## config.mk

```make
export PLATFORM = sky130hd
export DESIGN_NAME = aic_top
export DESIGN_NICKNAME = d
export VERILOG_FILES = /design/src/verilog/aic_pkg.sv /design/src/verilog/aic_sync.sv /design/src/verilog/aic_top.sv
export SDC_FILE = /design/constraint.sdc
export NUM_CORES = 1
export LEC_CHECK = 0
export BUFFER_PORTS_ARGS = -buffer_cell sky130_fd_sc_hd__buf_2
export CORE_ASPECT_RATIO = 0.75
export CORE_MARGIN = 2
export CORE_UTILIZATION = 54
export CTS_CLUSTER_DIAMETER = 40
export DETAILED_ROUTE_END_ITERATION = 10
export GPL_TIMING_DRIVEN = 0
export HOLD_SLACK_MARGIN = 0.03
export PLACE_DENSITY = 0.82
export SLEW_MARGIN = 20
export SYNTH_ARGS = -nofsm -noshare
export SYNTH_HDL_FRONTEND = slang
export SYNTH_HIERARCHICAL = 1
export SYNTH_SLANG_ARGS = --single-unit
export TNS_END_PERCENT = 1
```

## constraint.sdc

```tcl
create_clock -name core_clk_i -period 2.6 [get_ports core_clk_i]
set_clock_uncertainty 0.15 [all_clocks]
set_input_delay 0.39 -clock core_clk_i [delete_from_list [all_inputs] [get_ports core_clk_i]]
set_output_delay 0.39 -clock core_clk_i [all_outputs]
set_load 0.05 [all_outputs]
```

## src/verilog/aic_pkg.sv

```systemverilog
// aic_pkg: constants shared by the annunciator icon controller files
// assumes a 10 MHz core clock; all times below are converted to cycles here
package aic_pkg;
   // =====================================================
   // geometry
   localparam int ICON_CNT = 24;
   localparam int SINK_CNT = 2;
   localparam int ICON_IDX_W = 5;
   // icon positions of the direct-wired lamps
   localparam int ICON_LEFT_TURN = 0;
   localparam int ICON_RIGHT_TURN = 1;
   localparam int ICON_HIGH_BEAM = 2;
   // =====================================================
   // timing, in own units then cycles
   localparam longint CLK_HZ = 10000000;
   localparam longint LOSS_TIME_S = 45;
   localparam longint LOSS_CYC = LOSS_TIME_S * CLK_HZ;
   localparam longint CHECK_TIME_S = 3;
   localparam longint CHECK_CYC = CHECK_TIME_S * CLK_HZ;
   localparam longint FLASH_HALF_MS = 50;
   localparam longint FLASH_HALF_CYC = FLASH_HALF_MS * CLK_HZ / 1000;
   localparam longint FLASH_COUNT = 6;
   localparam longint CHASE_STEP_MS = 100;
   localparam longint CHASE_STEP_CYC = CHASE_STEP_MS * CLK_HZ / 1000;
   localparam int TMR_W = 32;
   // =====================================================
   // reset values
   localparam logic [ICON_CNT-1:0] ICON_RST = 24'h000000;
   localparam logic [SINK_CNT-1:0] SINK_N_RST = 2'h3;
   // =====================================================
   // display sequencer states
   typedef enum logic [2:0] {
      ST_FLASH,
      ST_CHECK,
      ST_RUN,
      ST_CHASE
   } aic_state_t;
endpackage

```

## src/verilog/aic_sync.sv

```systemverilog
// aic_sync: two-flop synchroniser bank for pin inputs
// assumes inputs are asynchronous levels; first stage feeds only the second
`timescale 1ns/1ps
module aic_sync #(
   parameter int WIDTH = 3
) (
   input wire logic core_clk_i,
   input wire logic nrst_i,
   input wire logic ce_i,
   input wire logic [WIDTH-1:0] async_i,
   output logic [WIDTH-1:0] sync_o
);
   logic [WIDTH-1:0] meta_reg;
   logic [WIDTH-1:0] meta_next;
   logic [WIDTH-1:0] sync_reg;
   logic [WIDTH-1:0] sync_next;

   // =====================================================
   // synchroniser stages
   always_comb begin
      meta_next = ce_i ? async_i : meta_reg;
      sync_next = ce_i ? meta_reg : sync_reg;
   end

   always_ff @(posedge core_clk_i or negedge nrst_i) begin
      if (!nrst_i) begin
         meta_reg <= '0;
         sync_reg <= '0;
      end else begin
         meta_reg <= meta_next;
         sync_reg <= sync_next;
      end
   end

   assign sync_o = sync_reg;
endmodule

```

## src/verilog/aic_top.sv

```systemverilog
// aic_top: annunciator icon controller, 24 icons, two sinking outputs
// assumes a decoded instrument_display_bus word port from on-chip logic,
// nrst_i is the ignition power-on reset, lamp inputs are raw pins
// Function
// - 24 icons; icons 3 to 23 switched on or off by instrument bus commands.
// - two active-low sinking outputs; asserted pulls to ground, else released.
// - sinking outputs change only on bus commands from central_data_computer.
// - in run mode, no bus data over 45 seconds starts a chase pattern on the icons.
// - turn and high-beam icons follow their wired inputs at all times.
// - once ignition is seen after reset, flash icons 3 to 23 rapidly as self-test first.
// - then icons 3 to 23 on three seconds, then bus-commanded states.
`timescale 1ns/1ps
module aic_top
   import aic_pkg::*;
#(
   parameter longint LOSS_CYCLES = aic_pkg::LOSS_CYC,
   parameter longint CHECK_CYCLES = aic_pkg::CHECK_CYC,
   parameter longint FLASH_CYCLES = aic_pkg::FLASH_HALF_CYC,
   parameter longint STEP_CYCLES = aic_pkg::CHASE_STEP_CYC
) (
   input wire logic core_clk_i,
   input wire logic nrst_i,
   input wire logic ce_i,
   input wire logic bus_valid_i,
   input wire logic [aic_pkg::ICON_CNT-1:0] bus_icons_i,
   input wire logic [aic_pkg::SINK_CNT-1:0] bus_sink_i,
   input wire logic left_turn_i,
   input wire logic right_turn_i,
   input wire logic high_beam_i,
   input wire logic ignition_i,
   output logic [aic_pkg::ICON_CNT-1:0] icon_o,
   output logic [aic_pkg::SINK_CNT-1:0] sink_n_o,
   output logic comm_lost_o
);
   import aic_pkg::*;

   localparam logic [TMR_W-1:0] LOSS_LIM = TMR_W'(LOSS_CYCLES - 1);
   localparam logic [TMR_W-1:0] CHECK_LIM = TMR_W'(CHECK_CYCLES - 1);
   // flash and chase timing are parameters so a short run can reach every mode
   localparam logic [TMR_W-1:0] FLASH_LIM = TMR_W'(FLASH_CYCLES - 1);
   localparam logic [TMR_W-1:0] STEP_LIM = TMR_W'(STEP_CYCLES - 1);
   localparam logic [3:0] FLASH_EDGES = 4'(2 * FLASH_COUNT - 1);

   logic [2:0] lamp_sync;
   logic ign_sync;
   logic [3:0] unused_sync;

   // =====================================================
   // pin synchronisers for lamps and ignition
   aic_sync #(.WIDTH(4)) u_sync (
      .core_clk_i(core_clk_i),
      .nrst_i(nrst_i),
      .ce_i(ce_i),
      .async_i({ignition_i, high_beam_i, right_turn_i, left_turn_i}),
      .sync_o(unused_sync)
   );
   assign lamp_sync = unused_sync[2:0];
   assign ign_sync = unused_sync[3];

   aic_state_t state_reg, state_next;
   logic [TMR_W-1:0] tmr_reg, tmr_next;
   logic [TMR_W-1:0] loss_reg, loss_next;
   logic [3:0] flash_reg, flash_next;
   logic [ICON_IDX_W-1:0] chase_reg, chase_next;
   logic [ICON_CNT-1:0] cmd_reg, cmd_next;
   logic [SINK_CNT-1:0] sink_n_reg, sink_n_next;
   logic [ICON_CNT-1:0] icon_reg, icon_next;
   logic ign_seen_reg, ign_seen_next;
   logic [ICON_CNT-1:0] base;

   // =====================================================
   // bus command latch and sinking outputs
   always_comb begin
      cmd_next = cmd_reg;
      sink_n_next = sink_n_reg;
      if (bus_valid_i) begin
         cmd_next = bus_icons_i;
         sink_n_next = ~bus_sink_i; // low sinks, high releases
      end
   end

   // =====================================================
   // display sequencer: flash, bulb check, run, chase
   always_comb begin
      state_next = state_reg;
      tmr_next = tmr_reg;
      flash_next = flash_reg;
      chase_next = chase_reg;
      ign_seen_next = ign_seen_reg | ign_sync;
      // loss timer restarts on any bus word
      if (bus_valid_i) begin
         loss_next = '0;
      end else if (loss_reg != LOSS_LIM) begin
         loss_next = loss_reg + TMR_W'(1);
      end else begin
         loss_next = loss_reg;
      end
      case (state_reg)
         ST_FLASH: begin
            // self-test waits for ignition, key-off keeps only wired lamps
            if (ign_seen_reg) begin
               if (tmr_reg == FLASH_LIM) begin
                  tmr_next = '0;
                  flash_next = flash_reg + 4'h1;
                  if (flash_reg == FLASH_EDGES) begin
                     state_next = ST_CHECK;
                  end
               end else begin
                  tmr_next = tmr_reg + TMR_W'(1);
               end
            end
         end
         ST_CHECK: begin
            if (tmr_reg == CHECK_LIM) begin
               tmr_next = '0;
               state_next = ST_RUN;
            end else begin
               tmr_next = tmr_reg + TMR_W'(1);
            end
         end
         ST_RUN: begin
            if (loss_reg == LOSS_LIM && !bus_valid_i) begin
               state_next = ST_CHASE;
               tmr_next = '0;
               chase_next = '0;
            end
         end
         ST_CHASE: begin
            if (bus_valid_i) begin
               state_next = ST_RUN;
            end else if (tmr_reg == STEP_LIM) begin
               tmr_next = '0;
               chase_next = (chase_reg == ICON_IDX_W'(ICON_CNT - 1)) ? '0 :
                            chase_reg + ICON_IDX_W'(1);
            end else begin
               tmr_next = tmr_reg + TMR_W'(1);
            end
         end
         default: begin
            state_next = ST_FLASH;
         end
      endcase
   end

   // =====================================================
   // icon mux; wired lamps override every mode
   always_comb begin
      case (state_reg)
         ST_FLASH: base = (ign_seen_reg && !flash_reg[0]) ? '1 : '0;
         ST_CHECK: base = '1;
         ST_RUN: base = cmd_reg;
         ST_CHASE: base = ICON_CNT'(1) << chase_reg;
         default: base = '0;
      endcase
      icon_next = base;
      icon_next[ICON_LEFT_TURN] = lamp_sync[0];
      icon_next[ICON_RIGHT_TURN] = lamp_sync[1];
      icon_next[ICON_HIGH_BEAM] = lamp_sync[2];
   end

   // =====================================================
   // state registers, all frozen while ce_i is low
   always_ff @(posedge core_clk_i or negedge nrst_i) begin
      if (!nrst_i) begin
         state_reg <= ST_FLASH;
         tmr_reg <= '0;
         loss_reg <= '0;
         flash_reg <= '0;
         chase_reg <= '0;
         cmd_reg <= ICON_RST;
         sink_n_reg <= SINK_N_RST;
         icon_reg <= ICON_RST;
         ign_seen_reg <= 1'b0;
      end else if (ce_i) begin
         state_reg <= state_next;
         tmr_reg <= tmr_next;
         loss_reg <= loss_next;
         flash_reg <= flash_next;
         chase_reg <= chase_next;
         cmd_reg <= cmd_next;
         sink_n_reg <= sink_n_next;
         icon_reg <= icon_next;
         ign_seen_reg <= ign_seen_next;
      end
   end

   // chase flag taken from next state so it rises with the chase mux
   logic lost_reg;
   always_ff @(posedge core_clk_i or negedge nrst_i) begin
      if (!nrst_i) begin
         lost_reg <= 1'b0;
      end else if (ce_i) begin
         lost_reg <= (state_next == ST_CHASE);
      end
   end

   assign icon_o = icon_reg;
   assign sink_n_o = sink_n_reg;
   assign comm_lost_o = lost_reg;

   // =====================================================
   // assertions
   AST_SINK_CMD: assert property (
      @(posedge core_clk_i) disable iff (!nrst_i)
      ce_i && bus_valid_i |=> sink_n_o == ~$past(bus_sink_i))
      else $error("sink outputs do not follow bus command");
   AST_SINK_HOLD: assert property (
      @(posedge core_clk_i) disable iff (!nrst_i)
      !bus_valid_i |=> $stable(sink_n_o))
      else $error("sink outputs changed without a bus command");
   AST_RUN_ICONS: assert property (
      @(posedge core_clk_i) disable iff (!nrst_i)
      ce_i && state_reg == ST_RUN |=>
      icon_o[ICON_CNT-1:3] == $past(cmd_reg[ICON_CNT-1:3]))
      else $error("run icons differ from bus command");
   AST_LAMP_FOLLOW: assert property (
      @(posedge core_clk_i) disable iff (!nrst_i)
      ce_i |=> icon_o[2:0] == $past(lamp_sync))
      else $error("wired lamp icon not following input");
   // flag and state rise on the same edge; a word right after may end chase
   AST_CHASE_ENTRY: assert property (
      @(posedge core_clk_i) disable iff (!nrst_i)
      ce_i && state_reg == ST_RUN && loss_reg == LOSS_LIM && !bus_valid_i
      |=> state_reg == ST_CHASE && comm_lost_o)
      else $error("chase not entered on bus loss");
   AST_CHASE_EXIT: assert property (
      @(posedge core_clk_i) disable iff (!nrst_i)
      ce_i && state_reg == ST_CHASE && bus_valid_i
      |=> state_reg == ST_RUN && loss_reg == '0)
      else $error("chase not left on fresh bus data");
   // icon reg is frozen with ce_i low, so only judge after an enabled edge
   AST_CHECK_ALL_ON: assert property (
      @(posedge core_clk_i) disable iff (!nrst_i)
      $past(ce_i) && state_reg == ST_CHECK && $past(state_reg == ST_CHECK)
      |-> icon_o[ICON_CNT-1:3] == '1)
      else $error("bulb check icons not all lit");
   AST_FLASH_FIRST: assert property (
      @(posedge core_clk_i) disable iff (!nrst_i)
      state_reg == ST_CHECK && $past(state_reg) == ST_FLASH
      |-> $past(flash_reg) == FLASH_EDGES && $past(ign_seen_reg))
      else $error("bulb check entered without full self-test flash");

   COV_CHECK: cover property (@(posedge core_clk_i) state_reg == ST_CHECK);
   COV_RUN: cover property (@(posedge core_clk_i) state_reg == ST_RUN);
   COV_CHASE: cover property (@(posedge core_clk_i) comm_lost_o);
   COV_RECOVER: cover property (@(posedge core_clk_i)
      state_reg == ST_CHASE ##1 state_reg == ST_RUN);
endmodule

```

=== Word level (Yosys, flattened, before mapping) ===
Cells that the tools add are included.

* Memories: 0
* Bits of input ports: 34
* Bits in latches: 0
* RAM bits: 0
* Output and inout bits: 27
* Register bits: 136
* Memory bits (read-only): 0

* Equality and inequality tests: 15
* $lt $le $gt $ge: 0
* $add $sub $neg: 4
* $mul: 0
* Div/mod/pow operators: 0
* Muxes and demuxes: 23
* Bitwise logic cells: 2
* Reductions and logical operators: 13
* Shift operators: 1

{| class="wikitable"
|+ Operator list
! cell !! count
|-
| 32-bit 2-to-1 mux || 8
|-
| 32-bit case mux with 4 select lines || 1
|-
| 24-bit case mux with 4 select lines || 1
|-
| 32-bit by 1-bit adder with 32-bit output (second input constant) || 2
|-
| 32-bit by 19-bit equality test with 1-bit output (second input constant) || 1
|-
| 32-bit by 20-bit equality test with 1-bit output (second input constant) || 1
|-
| 32-bit by 25-bit equality test with 1-bit output (second input constant) || 1
|-
| 32-bit by 29-bit equality test with 1-bit output (second input constant) || 1
|-
| 32-bit by 29-bit != test with 1-bit output (second input constant) || 1
|-
| 24-bit 2-to-1 mux || 1
|-
| 1-bit by 5-bit << shifter with 24-bit output (first input constant) || 1
|-
| 5-bit 2-to-1 mux || 4
|-
| 3-bit 2-to-1 mux || 6
|-
| 3-bit case mux with 4 select lines || 1
|-
| 5-bit case mux with 2 select lines || 1
|-
| 5-bit AND reduction || 2
|-
| 3-bit by 2-bit equality test with 1-bit output (second input constant) || 3
|-
| 2-bit != test (second input constant) || 4
|-
| 5-bit by 1-bit adder with 5-bit output (second input constant) || 1
|-
| 5-bit equality test (second input constant) || 1
|-
| 4-bit by 1-bit adder with 4-bit output (second input constant) || 1
|-
| 4-bit equality test (second input constant) || 1
|-
| 2-bit AND reduction || 2
|-
| 4-bit AND reduction || 1
|-
| other kinds (8) || 11
|}

=== Longest topological paths before layout ===
Gate-level depths: netlist (run 1).

* Depth in word-level cells: 6
* Mapped depth: 10
* Depth with buffers taken out: 7

=== Modules after synthesis ===
The synthesis (run 1) kept the hierarchy.

{| class="wikitable"
|+ Modules (own cells, without submodules)
! module !! cells an instance !! area an instance (um2) !! seq. area each (um2) !! instances
|-
| aic_top || 722 || 6,561.3 || 3,130.5 || 1
|-
| aic_sync || 17 || 331.6 || 200.2 || 1
|}

=== Worst setup path before layout (run 1) ===
No wires, ideal clock.

* Kind: reg-to-reg
* Start: register tmr_reg[0]
* End: register tmr_reg[28]
* Arrival: 2.279 ns
* Slack: 0.046 ns
* Period minus slack after synthesis: 2.554 ns
* Stages on the path, launching flop included: 11
* Path through: dfrtp_1 -> ha_1 -> nand3_1 -> or4_1 -> buf_2 -> nor4_2 -> buf_4 -> or3_1 -> buf_4 -> o21ai_1 -> mux2_2

* Longest elaborated chain between the ends: 4
* Elaborated cells on any way between the ends: 10
* Those cells by class: add/sub (1); eq/ne (3); mux (6)

{| class="wikitable"
|+ RTL lines
! element !! line !! source
|-
| start, declared || aic_top.sv:61 || <nowiki>logic [TMR_W-1:0] tmr_reg, tmr_next;</nowiki>
|-
| start signal, assigned || aic_top.sv:176 || <nowiki>tmr_reg <= tmr_next;</nowiki>
|-
| 32-bit by 1-bit adder with 32-bit output, or another cell as far along || aic_top.sv:109, aic_top.sv:118, aic_top.sv:136 ||
|-
| 32-bit 2-to-1 mux, on equally long branches || aic_top.sv:131, aic_top.sv:102 ||
|-
| 32-bit 2-to-1 mux, on equally long branches || aic_top.sv:129, aic_top.sv:101 ||
|-
| 32-bit case mux with 4 select lines * || aic_top.sv:98 || <nowiki>case (state_reg)</nowiki>
|}

Every way passes the cells marked *; elsewhere a longest branch is shown, timed or not. The select of a mux whose other input is x is not followed.
A chain may end at the register's enable or synchronous reset.

=== Final worst setup path (run 1) ===
* Start: register loss_reg[27]
* End: register tmr_reg[5]

* Longest elaborated chain between the ends: 4

{| class="wikitable"
|+ RTL lines
! element !! line !! source
|-
| start, declared || aic_top.sv:62 || <nowiki>logic [TMR_W-1:0] loss_reg, loss_next;</nowiki>
|-
| start signal, assigned || aic_top.sv:177 || <nowiki>loss_reg <= loss_next;</nowiki>
|-
| 32-bit by 29-bit equality test with 1-bit output || aic_top.sv:122 || <nowiki>if (loss_reg == LOSS_LIM && !bus_valid_i) begin</nowiki>
|-
| 1-bit logical AND || aic_top.sv:122 ||
|-
| 2-bit != test (no source line) || - ||
|-
| 5-bit AND reduction (no source line) || - ||
|}

Every way passes these cells.

==> results.json, run 1 <==
{
  "ys_ff_latch": 133,
  "whs_ns": 0.0273,
  "clockBufferDepth": 2,
  "cts_tree": "yes",
  "setup_slack_ns": -0.0748,
  "pwr-share-seq": 0.395,
  "r2r_cells": 7,
  "grt_start_max_net_pins": 80,
  "grt_usage": 0.301,
  "crit_path_end_kind": "register",
  "hpwl_um": 12900,
  "crit_fanout": 4,
  "arrival_ns": 2.88,
  "post_synth.cell_area_avg_um2": 9.33,
  "required_ns": 2.81,
  "area_growth_pct": 26.6,
  "die_h_um": 102,
  "synth-seq-area-share": 0.483,
  "place.port_buffers": 57,
  "cts.sinks": 133,
  "wl_per_cell_um": 20.0,
  "fin_crit_sh": 1.03,
  "power.share.clock": 0.361,
  "yosysUniqueCellTypes": 62,
  "core_um2": 12300,
  "synth_edf_count": 0,
  "final_common_cell": "dfrtp_1",
  "cts_buffers": 17,
  "powerDensity_nw_per_um2": 762,
  "num_antenna_cells": 0,
  "syn_nets": 782,
  "postSynthCellCount": 739,
  "via_per_inst": 6.52,
  "cts_root_buffer": "clkbuf_16",
  "p_int_mw": 4.24,
  "hold_viol": 0,
  "switching_share": 0.363,
  "tns_ns": -0.545,
  "antenna_found_initial": 0,
  "setup_violations": 16,
  "netSwitchingPower_mw": 2.41,
  "drv_slew": 0,
  "ys.warnings.count": 6,
  "io_pins": 61,
  "outcome": "finished with violations",
  "worstMarginPinSlew_ns": 0.878,
  "hp-class": "in -> reg",
  "p_comb_frac": 0.245,
  "ir_worst_vdd_uv": 605,
  "grt_pass1_wl_um": 32500,
  "first_global_vias": 6457,
  "first_pass_iters": 6,
  "clk_latency_ns": 0.43,
  "violations": "negative setup slack",
  "grt-ovfl-total": 0,
  "dieArea_um2": 13700,
  "drive_above_1_share": 0.218,
  "syn-cell-area_um2": 6890,
  "wl_um": 20700,
  "min_path_cells": 3,
  "finalPower_mw": 6.65,
  "place_ws_ns": -0.500,
  "drt_iter0_markers": 807,
  "max_freq_ghz": 0.374,
  "async_flop_share": 1.00,
  "drc": 0,
  "rows": 35,
  "p_leak_nw": 3.82,
  "die_w_um": 134,
  "htree_levels": 4,
  "dr_total_vias": 6763,
  "postRouteAntennaNets": 0,
  "fin_crit_ns": 2.67,
  "rsz0062_at_grt": "true",
  "gp_congestion": 0.964,
  "nets": 901,
  "relSlewSlack": 0.410,
  "cp-start-kind": "register",
  "initial_core_util": 0.558,
  "drv_cap": 0,
  "ys.flop_type": "dfrtp_1",
  "clkTransAtPathRegs_ns": 0.06,
  "layout_common_cells": "dfrtp_1 (128), nand2_1 (102), nor2_1 (76), buf_2 (59), nand3_1 (35)",
  "timing_worst_setup_path_type": "reg -> reg"
}
-- per-stage QoR --
stage               instances  utilization  area [um^2]
floorplan                 739            -         6890
global placement          962        0.598         7390
detailed placement        963        0.601         7420
CTS                      1026        0.685         8460
global route             1037        0.707         8730
finish                   1037        0.707         8730
-- layer usage --
layer  track usage  routed length (um)
met1         0.415                8490
met5             0                   0
met3        0.0565                1710
met2         0.479               10000
met4         0.118                 507
-- final timing paths --
check                                     start          end  slack [ns]
worst max-delay path               loss_reg[27]   tmr_reg[5]       -0.07
worst min-delay path            bus_icons_i[20]  cmd_reg[20]        0.03
worst max register to register     loss_reg[27]   tmr_reg[5]       -0.07
worst min register to register      comm_lost_o  comm_lost_o        0.34
max in group asynchronous                nrst_i  sink_n_o[0]        1.23
min in group asynchronous                nrst_i  tmr_reg[25]        0.32
-- critical path, stage by stage (launching register included) --
cell,delay [ns]
dfrtp_1,0.41
nand2_1,0.14
or3_4,0.46
or4_4,0.56
a21o_4,0.28
buf_4,0.16
nor4_2,0.27
a22o_1,0.19
-- final cells by class --
cell class                      count  area [um^2]
Buffer                             36          225
Clock buffer                       17          425
Multi-Input combinational cell    550         3610
Fill cell                         859         3620
Tap cell                          166          208
Timing Repair Buffer              100          686
Clock inverter                     15          160
Sequential cell                   133         3330
Inverter                           20         75.1
-- power groups by stage --
stage / clock network (mW) / registers, mW / logic [mW]
CTS: 2.40 / 2.60 / 1.55
global placement: 0 / 2.62 / 1.39
global route: 2.50 / 2.65 / 1.74
detailed placement: 0 / 2.63 / 1.43
finish: 2.40 / 2.63 / 1.63
floorplan: 0 / 3.01 / 0.616
-- synthesized netlist by cell type, types with 4 or more instances --
cell,n,area (um^2)
a21o_1,9,67.6
a21oi_1,31,155
a221oi_1,22,193
a2bb2oi_1,4,35.0
a31oi_1,4,25.0
and2_1,9,56.3
and3_1,14,87.6
and4_1,6,52.6
buf_2,9,45.0
clkbuf_1,20,75.1
dfrtp_1,131,3280
ha_1,9,113
inv_1,20,75.1
mux2_2,8,90.1
mux2_4,8,120
nand2_1,105,394
nand3_1,37,185
nand4_1,22,138
nor2_1,76,285
nor3_1,22,110
nor4_1,27,169
nor4b_1,4,35.0
o21ai_0,30,150
o31ai_1,6,45.0
o41ai_1,5,43.8
or3_1,12,75.1
or4_1,5,37.5
xnor2_1,17,149
xor2_1,15,131
-- repair_timing --
item	in CTS	in global routing
pin swaps	9	16
hold buffers	19	0
setup buffers	12	11
setup endpoints to repair	64	62
resized for setup	40	41
hold endpoints to repair	72	0
-- logic make-up (layout without fill, tap and decap cells) --
logic type / after synthesis / after routing / share of synthesized area
and+or+nand+nor: 358 / 358 / 0.262
xor gates and xnor gates: 32 / 32 / 0.0407
adders and majority gates: 9 / 9 / 0.0163
AOI/OAI and AO/OA: 134 / 134 / 0.131
muxes: 17 / 17 / 0.0319
DFF: 133 / 133 / 0.483
buffers and inverters: 56 / 188 / 0.0349
Power figures use the tool's default switching activity.
==> run 2: changes to the inputs <==
Settings changed: TNS_END_PERCENT 1 to unset.
==> run 2 against run 1 <==
Net effect: the run still ends with negative setup slack left; non-clock buffer count grew 10; hold slack is essentially flat; cell area grew 2.5%; worst setup slack lost 0.029 ns; combinational power grew 5%; global-route usage grew 0.25 points; sequential power is essentially flat; first-iteration DRC count grew 5.0%; flip-flop and latch count is the same; maximum frequency shrank 1.1%; critical path type unchanged; largest cell class unchanged; largest power group unchanged.
==> results.json, run 2 (synthesized netlist as in run 1, its figures left out) <==
{
  "outcome": "finished with violations",
  "violations": "negative setup slack",
  "postLayoutCoreUtil": 0.724,
  "nets": 911,
  "drv_slew": 0,
  "path_cells": "nor4b_4, nand4_1, or4_4, a21o_4, buf_8, nor4_1, a211o_1",
  "place_ws_ns": -0.500,
  "dieArea_um2": 13700,
  "powerDensity_nw_per_um2": 756,
  "pwr-share-seq": 0.391,
  "grt-ovfl-total": 0,
  "rsz0062_at_grt": "true",
  "first_pass_iters": 8,
  "core_um2": 12300,
  "p_comb_frac": 0.253,
  "antenna_found_initial": 0,
  "grt_start_max_net_pins": 80,
  "cts_root_buffer": "clkbuf_16",
  "num_antenna_cells": 0,
  "fin_crit_sh": 1.04,
  "hold_viol": 0,
  "wl_per_cell_um": 20.4,
  "final_common_cell": "dfrtp_1",
  "cts.sinks": 133,
  "required_ns": 2.82,
  "fillers": 823,
  "gp_congestion": 0.964,
  "cts_tree": "yes",
  "setup_violations": 19,
  "netSwitchingPower_mw": 2.47,
  "hpwl_um": 12900,
  "drv_cap": 0,
  "switching_share": 0.365,
  "drt_iter0_markers": 847,
  "grt_usage": 0.303,
  "crit_path_end_kind": "register",
  "finalPower_mw": 6.76,
  "first_global_vias": 6480,
  "max_freq_ghz": 0.370,
  "wl_um": 21400,
  "clkTransAtPathRegs_ns": 0.07,
  "power.share.clock": 0.356,
  "io_pins": 61,
  "drive_above_1_share": 0.251,
  "arrival_ns": 2.92,
  "clockBufferDepth": 2,
  "p_leak_nw": 3.88,
  "postRouteAntennaNets": 0,
  "cp-start-kind": "register",
  "die_w_um": 134,
  "dr_total_vias": 6862,
  "area_growth_pct": 29.8,
  "crit_fanout": 5,
  "layout_common_cells": "dfrtp_1 (121), nand2_1 (101), nor2_1 (75), buf_2 (57), buf_4 (37)",
  "grt_pass1_wl_um": 32600,
  "p_int_mw": 4.30,
  "ir_worst_vdd_uv": 618,
  "worstMarginPinSlew_ns": 0.864,
  "timing_worst_setup_path_type": "reg -> reg",
  "setup_slack_ns": -0.104,
  "cts_buffers": 17,
  "die_h_um": 102,
  "htree_levels": 4,
  "relSlewSlack": 0.419,
  "initial_core_util": 0.558,
  "place.port_buffers": 57,
  "fin_crit_ns": 2.70,
  "hp-class": "in -> reg",
  "via_per_inst": 6.55,
  "drc": 0,
  "clk_latency_ns": 0.43,
  "cpPeakStageDelay_ns": 0.59,
  "crit_slowest_cell": "or4_4",
  "rows": 35
}
==> run 2: cell count changes in the layout (fill, tap and decap cells not counted), sizes merged <==
cell / delta
buf: +8
clkbuf: +2
==> run 2: cell type report <==
class	instances	area, um^2	area share
repair buffers	112	815	0.0911
clock inverters	15	160	0.0179
clock buffers	17	425	0.0476
plain buffers	34	216	0.0242
multi-input cells	550	3700	0.414
inverters	20	75.1	0.00839
flip-flops and latches	133	3340	0.374
well taps	166	208	0.0232
==> run 2: final timing paths <==
check / from / to / slack, ns / cells past startpoint
worst max-delay path: loss_reg[15] / tmr_reg[18] / -0.10 / 7
worst min-delay path: bus_icons_i[20] / cmd_reg[20] / 0.03 / 3
worst max register to register: loss_reg[15] / tmr_reg[18] / -0.10 / 7
worst min register to register: u_sync/sync_o[3] / ign_seen_reg / 0.34 / 1
max in group asynchronous: nrst_i / sink_n_o[1] / 1.23 / 3
min in group asynchronous: nrst_i / tmr_reg[6] / 0.32 / 2
==> run 2: what timing repair did <==
| item | CTS | global route |
|---|---|---|
| gates cloned | 1 | 2 |
| buffers inserted | 15 | 17 |
| endpoints found under the hold margin | 72 | 0 |
| endpoints found under the setup margin | 64 | 46 |
| hold buffers | 19 | 0 |
| pin swaps | 12 | 25 |
| resized for setup | 52 | 57 |
==> run 2: power groups by stage <==
stage          clock network (mW)  logic, mW  registers [mW]
2_1_floorplan                   0      0.616            3.01
3_3_place_gp                    0       1.39            2.62
6_report                     2.41       1.71            2.64
4_1_cts                      2.40       1.57            2.60
5_1_grt                      2.51       1.82            2.67
3_5_place_dp                    0       1.43            2.63
==> run 2: routing by layer <==
metal  global-route usage  vias to the layer above  part of all wire
li1                     -                     2960                 -
met1                0.419                     3399              0.39
met2                0.484                      435              0.48
met3               0.0521                       68             0.096
met4                0.125                        0             0.025
met5                    0                        -                 0
==> run 2: stage by stage <==
step                cells  hold WS [ns]  cell area (um^2)  setup TNS, ns
floorplan             739       -0.0556              6890              0
global placement      962         0.313              7390        -102.17
detailed placement    963         0.185              7420         -13.77
CTS                  1030        0.0323              8550              0
global route         1047        0.0314              8940          -1.96
finish               1047        0.0273              8940         -0.740
==> run 2: worst max-delay path: cells and delay by family, from the launching register on <==
family	cells	cell delay [ns]
and+or+nand+nor	4	1.47
AOI/OAI and AO/OA	2	0.44
buffers and inverters	1	0.15
DFF	1	0.44
==> run 3: changes to the inputs <==
Settings changed: SKIP_CTS_REPAIR_TIMING set to 1.
==> run 3 against run 2 <==
Net effect: the flow still finishes with violations (negative setup slack); critical path depth is 3 higher; power is 1.3% lower; cell count is 0.38% lower; die area stayed put; non-clock buffer count is 4 lower; worst setup slack better by 0.045 ns; critical path type unchanged.
==> results.json, run 3 (synthesized netlist as in run 1, its figures left out) <==
{
  "postRouteAntennaNets": 0,
  "power.share.clock": 0.358,
  "num_antenna_cells": 0,
  "timing_worst_setup_path_type": "reg -> reg",
  "p_comb_frac": 0.244,
  "first_pass_iters": 6,
  "die_w_um": 134,
  "ir_worst_vdd_uv": 544,
  "final_cells": 1043,
  "max_freq_ghz": 0.376,
  "first_global_vias": 6132,
  "grt_pass1_wl_um": 30800,
  "crit_fanout": 6,
  "setup_violations": 7,
  "required_ns": 2.77,
  "layout_common_cells": "dfrtp_1 (124), nand2_1 (102), nor2_1 (74), buf_2 (58), buf_4 (35)",
  "r2r_start": "tmr_reg[1]",
  "hpwl_um": 12900,
  "violations": "negative setup slack",
  "hp-class": "in -> reg",
  "wl_um": 20800,
  "initial_core_util": 0.558,
  "netSwitchingPower_mw": 2.42,
  "cp-start-kind": "register",
  "gp_congestion": 0.964,
  "rr_endpoint": "tmr_reg[9]",
  "io_pins": 61,
  "place_ws_ns": -0.500,
  "relSlewSlack": 0.497,
  "hp-start": "bus_icons_i[22]",
  "p_leak_nw": 3.82,
  "grt_start_max_net_pins": 80,
  "wl_per_cell_um": 19.9,
  "dp_cells": 963,
  "drive_above_1_share": 0.237,
  "core_um2": 12300,
  "clockBufferDepth": 2,
  "place_area_um2": 7420,
  "critPathTopFamily": "simple AND/OR/NAND/NOR gates",
  "crit_path_end_kind": "register",
  "drv_cap": 0,
  "switching_share": 0.363,
  "grt_usage": 0.285,
  "fin_area_um2": 8770,
  "area_growth_pct": 27.2,
  "place.port_buffers": 57,
  "dr_total_vias": 6759,
  "final_common_cell": "dfrtp_1",
  "cpPeakStageDelay_ns": 0.45,
  "postLayoutCoreUtil": 0.710,
  "cts_root_buffer": "clkbuf_16",
  "powerDensity_nw_per_um2": 762,
  "dieArea_um2": 13700,
  "p_int_mw": 4.26,
  "fillers": 850,
  "r2r_slack_ns": -0.06,
  "die_h_um": 102,
  "via_per_inst": 6.48,
  "outcome": "finished with violations",
  "min_to": "cmd_reg[22]",
  "cp_common_cell": "buf_4",
  "drt_iter0_markers": 782,
  "clkTransAtPathRegs_ns": 0.06,
  "htree_levels": 4,
  "arrival_ns": 2.82,
  "drc": 0,
  "hold_viol": 0,
  "finalPower_mw": 6.68,
  "pwr-share-seq": 0.397,
  "path_cells": "ha_4, nand3_2, or4_4, buf_8, nor4_4, buf_4, or3_4, buf_4, o21ai_0, a21o_1",
  "tns_ns": -0.216,
  "whs_ns": 0.0116,
  "final-seq-area_um2": 3340,
  "nets": 907,
  "crit_slowest_cell": "or4_4",
  "min_path_cells": 3,
  "clk_latency_ns": 0.43,
  "critPathBufInv": 3,
  "cts.sinks": 133,
  "rows": 35,
  "cts_tree": "yes",
  "multi_input_area_um2": 3610,
  "worstMarginPinSlew_ns": 0.743,
  "antenna_found_initial": 0,
  "grt-ovfl-total": 0,
  "fin_crit_ns": 2.66,
  "cts_buffers": 17,
  "r2r_cells": 10,
  "fin_crit_sh": 1.02,
  "rsz0062_at_grt": "true",
  "setup_slack_ns": -0.0588,
  "drv_slew": 0
}
[run 3: layout make-up]
cell class,instances,share of cell area
multi-input combinational,550,0.412
timing repair buffer,107,0.0835
clock inverter,15,0.0183
clock buffer,17,0.0485
sequential,133,0.381
buffer,35,0.0251
inverter,20,0.00856
tap,166,0.0237
[run 3: how the worst max path moves through the flow]
stage	slack (ns)	cells after the start	to	from
6_report	-0.06	10	tmr_reg[9]	tmr_reg[1]
5_1_grt	-0.13	10	tmr_reg[28]	tmr_reg[1]
4_1_cts	-0.54	8	tmr_reg[31]	tmr_reg[0]
3_5_place_dp	-0.50	8	tmr_reg[31]	tmr_reg[0]
3_3_place_gp	-0.72	1	u_sync/meta_reg[1]	nrst_i
2_1_floorplan	0.05	10	tmr_reg[28]	tmr_reg[0]
[run 3: worst min-delay path: stages]
cell and delay (ns):
buf_2 0.08, nand2_1 0.04, nand2_1 0.05
[run 3: layer usage]
| metal | vias to the layer above | part of all wire | track usage |
|---|---|---|---|
| li1 | 2955 | - | - |
| met5 | - | 0 | 0 |
| met2 | 418 | 0.48 | 0.439 |
| met3 | 69 | 0.094 | 0.0556 |
| met4 | 0 | 0.025 | 0.107 |
| met1 | 3317 | 0.40 | 0.406 |
[run 3: power groups by stage]
stage / logic (mW) / clock network, mW / registers [mW]
floorplan: 0.616 / 0 / 3.01
global placement: 1.39 / 0 / 2.62
detailed placement: 1.43 / 0 / 2.63
CTS: 1.45 / 2.40 / 2.60
global route: 1.75 / 2.51 / 2.68
finish: 1.63 / 2.39 / 2.65
